--- src/hdl/fic_pkg.sv ---
// Package with register map, field layout and timing constants of the flash programming controller.
//==============================================================================
// Summary of operation
// - Mode field selects write, erase, read.
// - Unlock mode 110; reserved modes start nothing.
// - Trigger starts timer; timer expiry clears trigger.
// - Pattern 00/0D/C3 low, 04/09/40 high.
// - Correct pattern sets erase/write enabled bit.
// - Enabled bit ignores ones, accepts clearing.
// - Program start bit runs operation, reads busy.
// - Read refused while read enable low.
// - Read start reads word, clears when loaded.
// - CPU halted while accepted operation runs.
// - Writing 55H to reset register resets chip.
// - Twelve-bit address from low and high registers.
// - Upper nibble of high address reads zero.
// - Four sixteen-bit words as byte pairs.
// - Erase 256-word block; write aligned four words.
// - Erase or write lasts about 2.2 ms.
// - Erase and write rejected while not enabled.
package fic_pkg;

    //==========================================================================
    // Register byte addresses.
    localparam logic [7:0] OFF_MODE_CTRL  = 8'h00;
    localparam logic [7:0] OFF_CHIP_RESET = 8'h04;
    localparam logic [7:0] OFF_ADDR_LOW   = 8'h08;
    localparam logic [7:0] OFF_ADDR_HIGH  = 8'h0C;
    localparam logic [7:0] OFF_DATA_BASE  = 8'h10;
    localparam int         NUM_DATA_BYTES = 8;

    //==========================================================================
    // Mode control fields and reset values.
    localparam int BIT_EW_ENABLED = 7;
    localparam int BIT_MODE_HI    = 6;
    localparam int BIT_MODE_LO    = 4;
    localparam int BIT_UNLOCK     = 3;
    localparam int BIT_PROG_START = 2;
    localparam int BIT_READ_EN    = 1;
    localparam int BIT_READ_START = 0;
    localparam logic [7:0] RST_BYTE     = 8'h00;
    localparam logic [2:0] RST_MODE     = 3'h0;
    localparam logic [7:0] CHIP_RST_KEY = 8'h55;

    //==========================================================================
    // Unlock pattern, by data byte index (word * 2 + high byte).
    localparam logic [7:0] UNLOCK_PAT [NUM_DATA_BYTES] =
        '{8'h00, 8'h00, 8'h00, 8'h04, 8'h0D, 8'h09, 8'hC3, 8'h40};
    localparam logic [7:0] UNLOCK_CHECK_MASK = 8'hFC;

    //==========================================================================
    // Timing at a 100 ns clock.
    localparam int CLK_PERIOD_NS  = 100;
    localparam int PROG_TIME_NS   = 2200000;
    localparam int PROG_CYCLES    = PROG_TIME_NS / CLK_PERIOD_NS;
    localparam int UNLOCK_TIME_NS = 25600;
    localparam int UNLOCK_CYCLES  = UNLOCK_TIME_NS / CLK_PERIOD_NS;
    localparam int READ_CYCLES    = 3;
    localparam int CNT_W          = 15;

    //==========================================================================
    // Types.
    typedef enum logic [2:0] {
        MODE_WRITE  = 3'h0,
        MODE_ERASE  = 3'h1,
        MODE_READ   = 3'h3,
        MODE_UNLOCK = 3'h6
    } fic_mode_t;

    typedef enum logic [4:0] {
        ST_IDLE   = 5'h01,
        ST_UNLOCK = 5'h02,
        ST_ERASE  = 5'h04,
        ST_PROG   = 5'h08,
        ST_READ   = 5'h10
    } fic_state_t;

    typedef struct packed {
        logic        erase;
        logic        prog;
        logic        read;
        logic [11:0] addr;
    } fic_cmd_t;

endpackage

--- src/hdl/fic_flash_iap_controller.sv ---
// Flash programming controller with APB register file, unlock sequencer and operation timer.
`timescale 1ns/1ns
`default_nettype none
module fic_flash_iap_controller #(
    parameter int PROG_CYCLES_P = fic_pkg::PROG_CYCLES
) (
    input  wire logic            pclk,
    input  wire logic            presetn,
    input  wire logic            psel,
    input  wire logic            penable,
    input  wire logic            pwrite,
    input  wire logic [7:0]      paddr,
    input  wire logic [31:0]     pwdata,
    output logic      [31:0]     prdata,
    output logic                 pready,
    output logic                 pslverr,
    output fic_pkg::fic_cmd_t    flash_cmd,
    output logic      [63:0]     flash_wdata,
    input  wire logic [15:0]     flash_rdata,
    output logic                 cpu_halt,
    output logic                 chip_reset_req
);
    import fic_pkg::*;

    //==========================================================================
    // Bus decode.
    function automatic logic [3:0] reg_index(input logic [7:0] a);
        logic [3:0] idx;
        idx = 4'hF;
        if (a[1:0] == 2'b00 && a < OFF_DATA_BASE + 8'(NUM_DATA_BYTES * 4)) begin
            idx = a[5:2];
        end
        return idx;
    endfunction

    function automatic logic mode_starts(input logic [2:0] m);
        return m == MODE_WRITE || m == MODE_ERASE || m == MODE_READ || m == MODE_UNLOCK;
    endfunction

    logic [7:0]  data_r [NUM_DATA_BYTES];
    logic [7:0]  addr_low_r;
    logic [3:0]  addr_high_r;
    logic [7:0]  chip_key_r;
    logic        ew_en_r;
    logic [2:0]  mode_r;
    logic        read_en_r;
    fic_state_t  st_r;
    fic_state_t  st_nxt;
    logic [CNT_W-1:0] cnt_r;
    logic [31:0] prdata_r;
    fic_cmd_t    cmd_r;
    logic        chip_rst_r;

    wire  [3:0]  idx      = reg_index(paddr);
    wire         mapped   = idx != 4'hF;
    wire         wr       = psel && penable && pwrite && mapped;
    wire         wr_ctrl  = wr && idx == OFF_MODE_CTRL[5:2];
    wire  [7:0]  wv       = pwdata[7:0];
    wire  [2:0]  wv_mode  = wv[BIT_MODE_HI:BIT_MODE_LO];
    wire         idle     = st_r == ST_IDLE;
    wire         all_three = wv[BIT_PROG_START] && wv[BIT_READ_EN] && wv[BIT_READ_START];
    wire  [11:0] word_addr = {addr_high_r, addr_low_r};

    //==========================================================================
    // Start decisions.
    wire go_unlock = wr_ctrl && idle && wv[BIT_UNLOCK] && wv_mode == MODE_UNLOCK;
    wire go_erase  = wr_ctrl && idle && wv[BIT_PROG_START] && !all_three
                     && wv_mode == MODE_ERASE && ew_en_r;
    wire go_prog   = wr_ctrl && idle && wv[BIT_PROG_START] && !all_three
                     && wv_mode == MODE_WRITE && ew_en_r;
    wire go_read   = wr_ctrl && idle && wv[BIT_READ_START] && !all_three
                     && wv_mode == MODE_READ && read_en_r;

    wire unlock_done = st_r == ST_UNLOCK && cnt_r == CNT_W'(UNLOCK_CYCLES - 1);
    wire op_done     = (st_r == ST_ERASE || st_r == ST_PROG)
                       && cnt_r == CNT_W'(PROG_CYCLES_P - 1);
    wire read_done   = st_r == ST_READ && cnt_r == CNT_W'(READ_CYCLES - 1);

    logic [NUM_DATA_BYTES-1:0] pat_hit;
    genvar g;
    generate
        for (g = 0; g < NUM_DATA_BYTES; g++) begin : g_pat
            assign pat_hit[g] = !UNLOCK_CHECK_MASK[g] || data_r[g] == UNLOCK_PAT[g];
        end
    endgenerate
    wire unlock_ok = unlock_done && &pat_hit;

    //==========================================================================
    // Sequencer.
    always_comb begin
        st_nxt = st_r;
        case (st_r)
            ST_IDLE: begin
                if (go_unlock) begin
                    st_nxt = ST_UNLOCK;
                end else if (go_erase) begin
                    st_nxt = ST_ERASE;
                end else if (go_prog) begin
                    st_nxt = ST_PROG;
                end else if (go_read) begin
                    st_nxt = ST_READ;
                end
            end
            ST_UNLOCK: if (unlock_done) begin
                st_nxt = ST_IDLE;
            end
            ST_ERASE, ST_PROG: if (op_done) begin
                st_nxt = ST_IDLE;
            end
            ST_READ: if (read_done) begin
                st_nxt = ST_IDLE;
            end
            default: st_nxt = ST_IDLE;
        endcase
    end

    always_ff @(posedge pclk or negedge presetn) begin
        if (!presetn) begin
            st_r  <= ST_IDLE;
            cnt_r <= '0;
        end else begin
            st_r  <= st_nxt;
            cnt_r <= (st_nxt != st_r || idle) ? '0 : cnt_r + 1'b1;
        end
    end

    //==========================================================================
    // Control register. The hardware set of the enabled bit beats a software clear.
    always_ff @(posedge pclk or negedge presetn) begin
        if (!presetn) begin
            ew_en_r   <= 1'b0;
            mode_r    <= RST_MODE;
            read_en_r <= 1'b0;
        end else begin
            if (unlock_ok) begin
                ew_en_r <= 1'b1;
            end else if (wr_ctrl && !wv[BIT_EW_ENABLED]) begin
                ew_en_r <= 1'b0;
            end
            if (wr_ctrl && idle) begin
                mode_r    <= wv_mode;
                read_en_r <= wv[BIT_READ_EN];
            end
        end
    end

    //==========================================================================
    // Address, data and chip reset registers.
    always_ff @(posedge pclk or negedge presetn) begin
        if (!presetn) begin
            addr_low_r  <= RST_BYTE;
            addr_high_r <= RST_BYTE[3:0];
            chip_key_r  <= RST_BYTE;
            chip_rst_r  <= 1'b0;
        end else begin
            if (wr && idx == OFF_ADDR_LOW[5:2]) begin
                addr_low_r <= wv;
            end
            if (wr && idx == OFF_ADDR_HIGH[5:2]) begin
                addr_high_r <= wv[3:0];
            end
            if (wr && idx == OFF_CHIP_RESET[5:2]) begin
                chip_key_r <= wv;
            end
            chip_rst_r <= wr && idx == OFF_CHIP_RESET[5:2] && wv == CHIP_RST_KEY;
        end
    end

    // A finished read loads word zero; it wins over a bus write in the same cycle.
    generate
        for (g = 0; g < NUM_DATA_BYTES; g++) begin : g_data
            always_ff @(posedge pclk or negedge presetn) begin
                if (!presetn) begin
                    data_r[g] <= RST_BYTE;
                end else if (read_done && g < 2) begin
                    data_r[g] <= flash_rdata[8*(g%2) +: 8];
                end else if (wr && idx == 4'(OFF_DATA_BASE[5:2] + g)) begin
                    data_r[g] <= wv;
                end
            end
            assign flash_wdata[8*g +: 8] = data_r[g];
        end
    endgenerate

    //==========================================================================
    // Flash command strobes, one cycle at the start of each operation.
    always_ff @(posedge pclk or negedge presetn) begin
        if (!presetn) begin
            cmd_r <= '0;
        end else begin
            cmd_r.erase   <= go_erase;
            cmd_r.prog    <= go_prog;
            cmd_r.read    <= go_read;
            if (go_erase) begin
                cmd_r.addr <= {word_addr[11:8], 8'h00};
            end else if (go_prog) begin
                cmd_r.addr <= {word_addr[11:2], 2'b00};
            end else if (go_read) begin
                cmd_r.addr <= word_addr;
            end
        end
    end

    //==========================================================================
    // Read data is captured in the setup phase so the access phase needs no wait.
    wire [7:0] ctrl_view = {ew_en_r, mode_r, st_r == ST_UNLOCK,
                            st_r == ST_ERASE || st_r == ST_PROG, read_en_r, st_r == ST_READ};
    logic [7:0] rd_mux;
    always_comb begin
        rd_mux = 8'h00;
        if (idx >= OFF_DATA_BASE[5:2] && mapped) begin
            rd_mux = data_r[3'(idx - OFF_DATA_BASE[5:2])];
        end else if (idx == OFF_MODE_CTRL[5:2]) begin
            rd_mux = ctrl_view;
        end else if (idx == OFF_CHIP_RESET[5:2]) begin
            rd_mux = chip_key_r;
        end else if (idx == OFF_ADDR_LOW[5:2]) begin
            rd_mux = addr_low_r;
        end else if (idx == OFF_ADDR_HIGH[5:2]) begin
            rd_mux = {4'h0, addr_high_r};
        end
    end

    always_ff @(posedge pclk or negedge presetn) begin
        if (!presetn) begin
            prdata_r <= '0;
        end else if (psel && !penable && !pwrite) begin
            prdata_r <= {24'h000000, rd_mux};
        end
    end

    assign prdata         = prdata_r;
    assign pready         = 1'b1;
    assign pslverr        = psel && penable && !mapped;
    assign flash_cmd      = cmd_r;
    assign cpu_halt       = st_r == ST_ERASE || st_r == ST_PROG || st_r == ST_READ;
    assign chip_reset_req = chip_rst_r;
endmodule
`default_nettype wire

--- config.mk ---
export PLATFORM = sky130hd
export DESIGN_NAME = fic_flash_iap_controller
export DESIGN_NICKNAME = d
export VERILOG_FILES = /design/src/hdl/fic_pkg.sv /design/src/hdl/fic_flash_iap_controller.sv
export SDC_FILE = /design/constraint.sdc
export NUM_CORES = 1
export LEC_CHECK = 0
export ABC_AREA = 1
export BUFFER_PORTS_ARGS = -buffer_cell sky130_fd_sc_hd__buf_2
export CORE_MARGIN = 2
export CORE_UTILIZATION = 25
export CTS_BUF_LIST = sky130_fd_sc_hd__clkbuf_4
export CTS_CLUSTER_SIZE = 25
export DETAILED_ROUTE_END_ITERATION = 10
export GPL_TIMING_DRIVEN = 0
export SLEW_MARGIN = 25
export SYNTH_ARGS = -nofsm -noshare
export SYNTH_HDL_FRONTEND = slang
export SYNTH_SLANG_ARGS = --single-unit
--- constraint.sdc ---
create_clock -name pclk -period 4.6 [get_ports pclk]
set_clock_uncertainty 0.2 [all_clocks]
set_input_delay 0.46 -clock pclk [delete_from_list [all_inputs] [get_ports pclk]]
set_output_delay 0.46 -clock pclk [all_outputs]
set_load 0.02 [all_outputs]
==> qor.txt, run 1 <==
Die span in x -> 167 um
# port buffers -> 126
Gp weighted congestion -> 0.883
Grt total ovfl -> 0
Pleak -> 4.07 nW
HP Start -> pwdata[7]
DIE HEIGHT -> 167 um
Comb power frac -> 7.4%
Worst Setup Start Kind -> flop
CTS Buffer Depth -> 2
Pwr per Cell Area -> 266 nW/um^2
Synth Flop Type -> dfrtp_1
Final HPWL DP -> 16900 um
Actual slew at the worst max-slew pin -> 0.962 ns
Final worst slack -> 1.82 ns
WP data required -> 4.89 ns
CP max-delay cell -> a31oi_1
Critical-path maximum fanout -> 10
Total track usage -> 16.2%
Max Cap Viol -> 0
Synthesized flop and latch total -> 133
P&R area growth vs syn -> 25.4%
CP Capture Type -> flop
Post-Syn Area -> 6630 um^2
Vias in the first global route -> 5910
Worst r2r src -> st_r[0]
H-tree levels -> 4
Row count -> 59
Synth cell types -> 39
Setup repair bufs after CTS -> 0
Top-level I/O count -> 176
Buf/Inv on CP -> 2
Initial antenna violation count -> 2
Synth Instances -> 797
Register-to-Register Path Depth -> 8
Synthesis Warnings -> 0
DRT iter0 DRCs -> 562
Final Cycle Share -> 60.5%
Largest area contributor in the netlist -> dfrtp_1
Synth area leaders -> dfrtp_1 50%, nand2_1 15%, o21ai_0 6.7%, inv_1 3.2%, buf_4 2.8%
Total number of vias -> 6295
P_int -> 1.61 mW
Area share of the largest cell type after synthesis -> 49.8%
Worst Path Arrival -> 3.07 ns
Switching part of the total -> 27.1%
Total Wirelength -> 22600 um
Hold Crit Class -> primary input to flop
Status -> complete, no violations
Critical path class -> flop to flop
Final setup violation count -> 0
Max Clock Freq -> 359 MHz
TritonCTS Buffers -> 17
Sequential Power Share -> 53.6%
Fin cells -> 1335
Placed Cells incl. Taps -> 1282
Worst-Skew Late Latency -> 0.58 ns
CTS-repair resized insts -> 0
WL/cell -> 16.9 um
NumNets Final -> 1049
Peak supply drop -> 120 uV
Crit path from -> st_r[0]
Rel. slew slack -> 35.4%
Tmin final -> 2.78 ns
Core area -> 26100 um^2
Clock root buffer -> clkbuf_4
Share of post-route cells with drive strength above 1 -> 22.0%
EDFF count, synth -> 0
Max-slew violation count -> 0
NetSw -> 597 uW
Clock Sinks -> 133
Worst hold stages -> 3
Sequential area share after synthesis -> 50.2%
Top delay family on crit path -> compound AO/OA/AOI/OAI gates
Hold Vio Cnt, Final -> 0
Placement Setup Slack -> 1.65 ns
DRC viols -> 0
Part of the power in the clock network -> 39.0%
Worst-path clk slew -> 0.12 ns
RSZ-0062 raised after global routing -> no
Crit path largest cell delay -> 0.76 ns
Post-route ant nets -> 0
Syn_area_per_cell -> 8.32 um^2
CP Cell Sequence -> nor2_1, nand3_1, inv_1, nand3_2, clkinv_1, a31oi_1, nand2_1, o211ai_1
Stages on worst setup path -> 8
DR vias/cell -> 4.72
Hold-fix buffers, CTS -> 20
Initial Utilization -> 25.4%
Largest net degree at the start of global routing -> 91
DIE AREA -> 27800 um^2
1st-pass router iterations -> 5
Final setup TNS -> 0 ns
First-pass GRT wire length -> 34600 um
Async SR Flop Fraction -> 100%
CTS tree -> done
[synth_stat cells (all sizes together) (5+ instances only)]
master / number
nand2: 277
nand3: 26
nand4: 23
o21ai: 90
o211ai: 20
dfrtp: 132
inv: 60
o221ai: 6
nor2: 44
clkbuf: 17
nor4: 14
buf: 30
nor3: 14
a22oi: 5
xor2: 12
[cell families (layout without fill, tap and decap cells)]
logic type	Yosys count	count (layout)	share of synthesized area, %
flops	133	133	50.2
other cells	2	26	0.113
xor+xnor	13	13	1.72
compound gates	138	138	12.3
fa+ha+maj	2	2	0.378
buf+inv	109	288	7.91
simple gates	400	400	27.3
[metal layers]
metal / wire (um) / vias to the layer above / share of wire (%) / track usage, %
li1: - / 2993 / - / -
met1: 10100 / 3032 / 45 / 22.5
met2: 10500 / 250 / 47 / 25.7
met3: 1770 / 20 / 7.8 / 3.94
met4: 201 / 0 / 0.89 / 3.41
met5: 0 / - / 0 / 0
[path summary, 6_finish.rpt]
check | slack, ns | end
min in group asynchronous | 0.13 | flash_wdata[62]
max reg2reg | 1.82 | flash_wdata[11]
min reg2reg | 0.29 | prdata[0]
max in group asynchronous | 3.27 | st_r[0]
min | 0.01 | flash_wdata[15]
max | 1.82 | flash_wdata[11]
[flip-flops by register name (all words and copies together) (netlist names)]
register / cells
addr_low_r: 8
ew_en_r: 1
chip_reset_req: 1
st_r: 5
flash_wdata: 64
cnt_r: 15
mode_r: 3
flash_cmd: 15
chip_key_r: 8
addr_high_r: 4
prdata: 8
read_en_r: 1
[final cells by class]
cell class              count  area, um^2
repair buffers            147         868
diodes                      1        2.50
clock inverters            15         178
well taps                 335         419
fillers                  2798       17700
multi-input cells         578        2870
clock buffers              17         128
inverters                  62         238
flip-flops and latches    133        3330
plain buffers              47         287
[power by group through the flow]
| stage | clock, mW | combinational, mW | sequential (mW) |
|---|---|---|---|
| 2_1_floorplan | 0 | 0.0666 | 1.21 |
| 3_3_place_gp | 0 | 0.147 | 1.20 |
| 3_5_place_dp | 0 | 0.152 | 1.20 |
| 4_1_cts | 0.869 | 0.165 | 1.18 |
| 5_1_grt | 0.925 | 0.179 | 1.18 |
| 6_report | 0.862 | 0.163 | 1.18 |
[stage by stage]
step	hold WS (ns)	util, %	cell area, um^2	power [mW]
after global routing	0.0230	31.9	8310	2.29
after floorplan	-0.0356	-	6710	1.28
after detailed placement	0.177	29.9	7800	1.36
after CTS	0.000103	31.9	8310	2.22
after global placement	0.265	29.8	7760	1.35
final	0.0114	31.9	8310	2.21
[worst reg2reg max path: stages, from the launching register on]
cell and delay (ns):
dfstp_2 0.57, nor2_1 0.06, nand3_1 0.14, inv_1 0.11, nand3_2 0.25, clkinv_1 0.36
a31oi_1 0.76, nand2_1 0.12, o211ai_1 0.13
[placed cells by master, fill, tap and decap left out, types with 2 or more instances in the layout]
master,n
a211oi_1,4
a21oi_1,3
a22oi_1,5
a2bb2oi_1,4
a31oi_1,3
buf_2,129
buf_4,25
buf_8,2
bufinv_16,3
clkbuf_1,17
clkbuf_4,17
clkinv_1,3
clkinv_4,4
clkinvlp_4,3
conb_1,25
dfrtp_1,132
dlygate4sd3_1,20
ha_1,2
inv_1,57
inv_2,3
inv_6,3
nand2_1,273
nand2_2,2
nand2_4,2
nand3_1,23
nand3_2,3
nand3b_1,2
nand4_1,22
nor2_1,26
nor2_2,6
nor2_4,12
nor3_1,12
nor3_2,2
nor4_1,14
o2111ai_1,2
o211ai_1,20
o21ai_0,89
o221ai_1,6
xor2_1,12
Note: power is estimated with default switching activity, not from simulation.
==> run 2, diff against run 1 <==
==> constraint.sdc (replaced) <==
create_clock -name pclk -period 2.3 [get_ports pclk]
set_clock_uncertainty 0.2 [all_clocks]
set_input_delay 0.23 -clock pclk [delete_from_list [all_inputs] [get_ports pclk]]
set_output_delay 0.23 -clock pclk [all_outputs]
set_load 0.02 [all_outputs]
==> run 2 against run 1 <==
  * Sequential share of layout area fell by 2.7 points
  * Critical path type unchanged
  * Sequential power increased by 100%
  * Worst setup slack worse by 1.8 ns
  * Global-route usage up 0.40 points
  * Die area unchanged
  * Critical path depth grew 4
  * Total power up 100%
  * Combinational power increased by 120%
  * Routed wire length is 3.9% higher
==> qor.txt, run 2 (synthesized netlist as in run 1, its figures left out) <==
Status -> complete, no violations
Crit path largest cell delay -> 0.44 ns (-0.32 ns)
Hold WS -> 0.0427 ns (+0.0313 ns)
Worst Setup Start Kind -> flop
Rel. slew slack -> 35.5% (+0.050 points)
HP Start -> paddr[4]
CP Capture Type -> flop
TritonCTS Buffers -> 17 (unchanged)
Hold Vio Cnt, Final -> 0 (unchanged)
First-pass GRT wire length -> 35700 um (+3.1%)
P&R area growth vs syn -> 34.7%
Final Cycle Share -> 98.5% (+38 points)
1st-pass router iterations -> 5 (unchanged)
DRC viols -> 0 (unchanged)
Pwr per Cell Area -> 498 nW/um^2 (+87%)
WL/cell -> 17.1 um (+0.96%)
Most common cell after layout, fill and taps aside -> nand2_1
Slack of the worst reg-to-reg path -> 0.04 ns (-1.78 ns)
Clock root buffer -> clkbuf_4
Worst Path Arrival -> 2.51 ns (-0.56 ns)
Final HPWL DP -> 16900 um (unchanged)
Fin cells -> 1374 (+2.9%)
CTS Buffer Depth -> 2 (unchanged)
Pleak -> 4.33 nW (+6.1%)
Total track usage -> 16.6% (+0.40 points)
WP data required -> 2.54 ns (-2.35 ns)
Max Clock Freq -> 442 MHz (+23%)
Actual slew at the worst max-slew pin -> 0.961 ns (-0.000741 ns)
Worst-Skew Late Latency -> 0.56 ns (-0.02 ns)
Critical path class -> flop to flop
DR vias/cell -> 4.69 (-0.46%)
Row count -> 59 (unchanged)
Critical-path maximum fanout -> 5 (-5)
Share of post-route cells with drive strength above 1 -> 27.4% (+5.3 points)
Die span in x -> 167 um (unchanged)
Vias in the first global route -> 6116 (+3.5%)
Initial antenna violation count -> 1 (-1)
Total number of vias -> 6449 (+2.4%)
Largest net degree at the start of global routing -> 91 (unchanged)
Pwr Total -> 4.44 mW (+100%)
Worst r2r src -> cnt_r[0]
Top-level I/O count -> 176 (unchanged)
CTS tree -> done
DIE AREA -> 27800 um^2 (unchanged)
Tmin final -> 2.26 ns (-0.517 ns)
Peak supply drop -> 243 uV (+100%)
RSZ-0062 raised after global routing -> yes
Max Cap Viol -> 0 (unchanged)
Total Wirelength -> 23400 um (+3.9%)
DRT iter0 DRCs -> 589 (+4.8%)
Post-route ant nets -> 0 (unchanged)
Worst hold endpoint -> ew_en_r
DIE HEIGHT -> 167 um (unchanged)
Core area -> 26100 um^2 (unchanged)
CP max-delay cell -> dfrtp_1
Crit path from -> cnt_r[0]
Max FFs per register -> 64 (unchanged)
Hold Crit Class -> primary input to flop
Register-to-Register Path Depth -> 12 (+4)
Final setup violation count -> 0 (unchanged)
# fillers -> 2749 (-1.8%)
Leading cell types in the layout, fill and taps excluded -> 266 x nand2_1, 129 x dfrtp_1, 128 x buf_2
Worst-path clk slew -> 0.13 ns (about the same)
Gp weighted congestion -> 0.883 (unchanged)
NumNets Final -> 1088 (+3.7%)
Max-slew violation count -> 0 (unchanged)
Initial Utilization -> 25.4% (unchanged)
Grt total ovfl -> 0 (unchanged)
Clock Sinks -> 133 (unchanged)
H-tree levels -> 4 (unchanged)
Placed Cells incl. Taps -> 1282 (unchanged)
# port buffers -> 126 (unchanged)
Worst hold stages -> 7 (+4)
RR Endpoint -> cnt_r[8]
CP Cell Sequence -> inv_2, ha_4, nand2_4, nor4_4, nand3_4, nand3_2, nor2_2, nand2_1, nand2_2, nand4_4, bufbuf_16, nor2_4
run 2: metrics by stage:
step	setup WS [ns]	cell area (um^2)	utilization (%)	TNS, ns
after floorplan	0.172	6710	-	0
after global placement	-1.07	7760	29.8	-155.93
after detailed placement	-0.425	7800	29.9	-19.41
after CTS	0.00554	8700	33.4	0
after global routing	-0.0754	8920	34.2	-0.524
final	0.0352	8920	34.2	0
run 2: how the worst max path moves through the flow:
stage	to	slack (ns)	depth (start not counted)
floorplan	cnt_r[11]	0.17	13
global placement	cnt_r[3]	-1.07	1
detailed placement	prdata[3]	-0.42	13
CTS	flash_wdata[1]	0.006	8
global route	cnt_r[8]	-0.08	12
finish	cnt_r[8]	0.04	12
run 2: final cells by class:
| cell class | instances | area [um^2] | share of cell area, % |
|---|---|---|---|
| sequential | 133 | 3330 | 37.3 |
| multi-input combinational | 578 | 3080 | 34.5 |
| tap | 335 | 419 | 4.70 |
| timing repair buffer | 186 | 1250 | 14.0 |
| clock buffer | 17 | 128 | 1.43 |
| antenna | 1 | 2.50 | 0.0280 |
| clock inverter | 15 | 178 | 1.99 |
| buffer | 47 | 295 | 3.31 |
| inverter | 62 | 241 | 2.71 |
run 2: what timing repair did:
| action | 4_1_cts | 5_1_grt |
|---|---|---|
| buffers inserted | 11 | 14 |
| cloned | 1 | 0 |
| pin swaps | 7 | 12 |
| resized for setup | 22 | 33 |
| hold endpoints to repair | 172 | 0 |
| hold buffers | 34 | 0 |
| setup endpoints to repair | 36 | 44 |
run 2: routing by layer:
| metal | vias to the layer above | routed length, um | GRT usage, % |
|---|---|---|---|
| li1 | 3061 | - | - |
| met1 | 3125 | 10500 | 23.1 |
| met2 | 244 | 11100 | 26.7 |
| met3 | 19 | 1630 | 3.23 |
| met4 | 0 | 221 | 4.12 |
| met5 | - | 0 | 0 |
run 2: worst max-delay path, delay by kind of cell, from the launching register on:
| kind | cells | cell delay (ns) |
|---|---|---|
| AND/OR/NAND/NOR | 9 | 0.99 |
| flip-flops | 1 | 0.44 |
| buffers and inverters | 2 | 0.38 |
| adder cells (fa/ha/maj) | 1 | 0.14 |
run 2: report_power, final:
group          internal (mW)  switching [mW]  leakage, nW
registers               2.35          0.0137         1.84
logic                  0.130           0.222         2.33
clock network          0.757           0.968        0.154
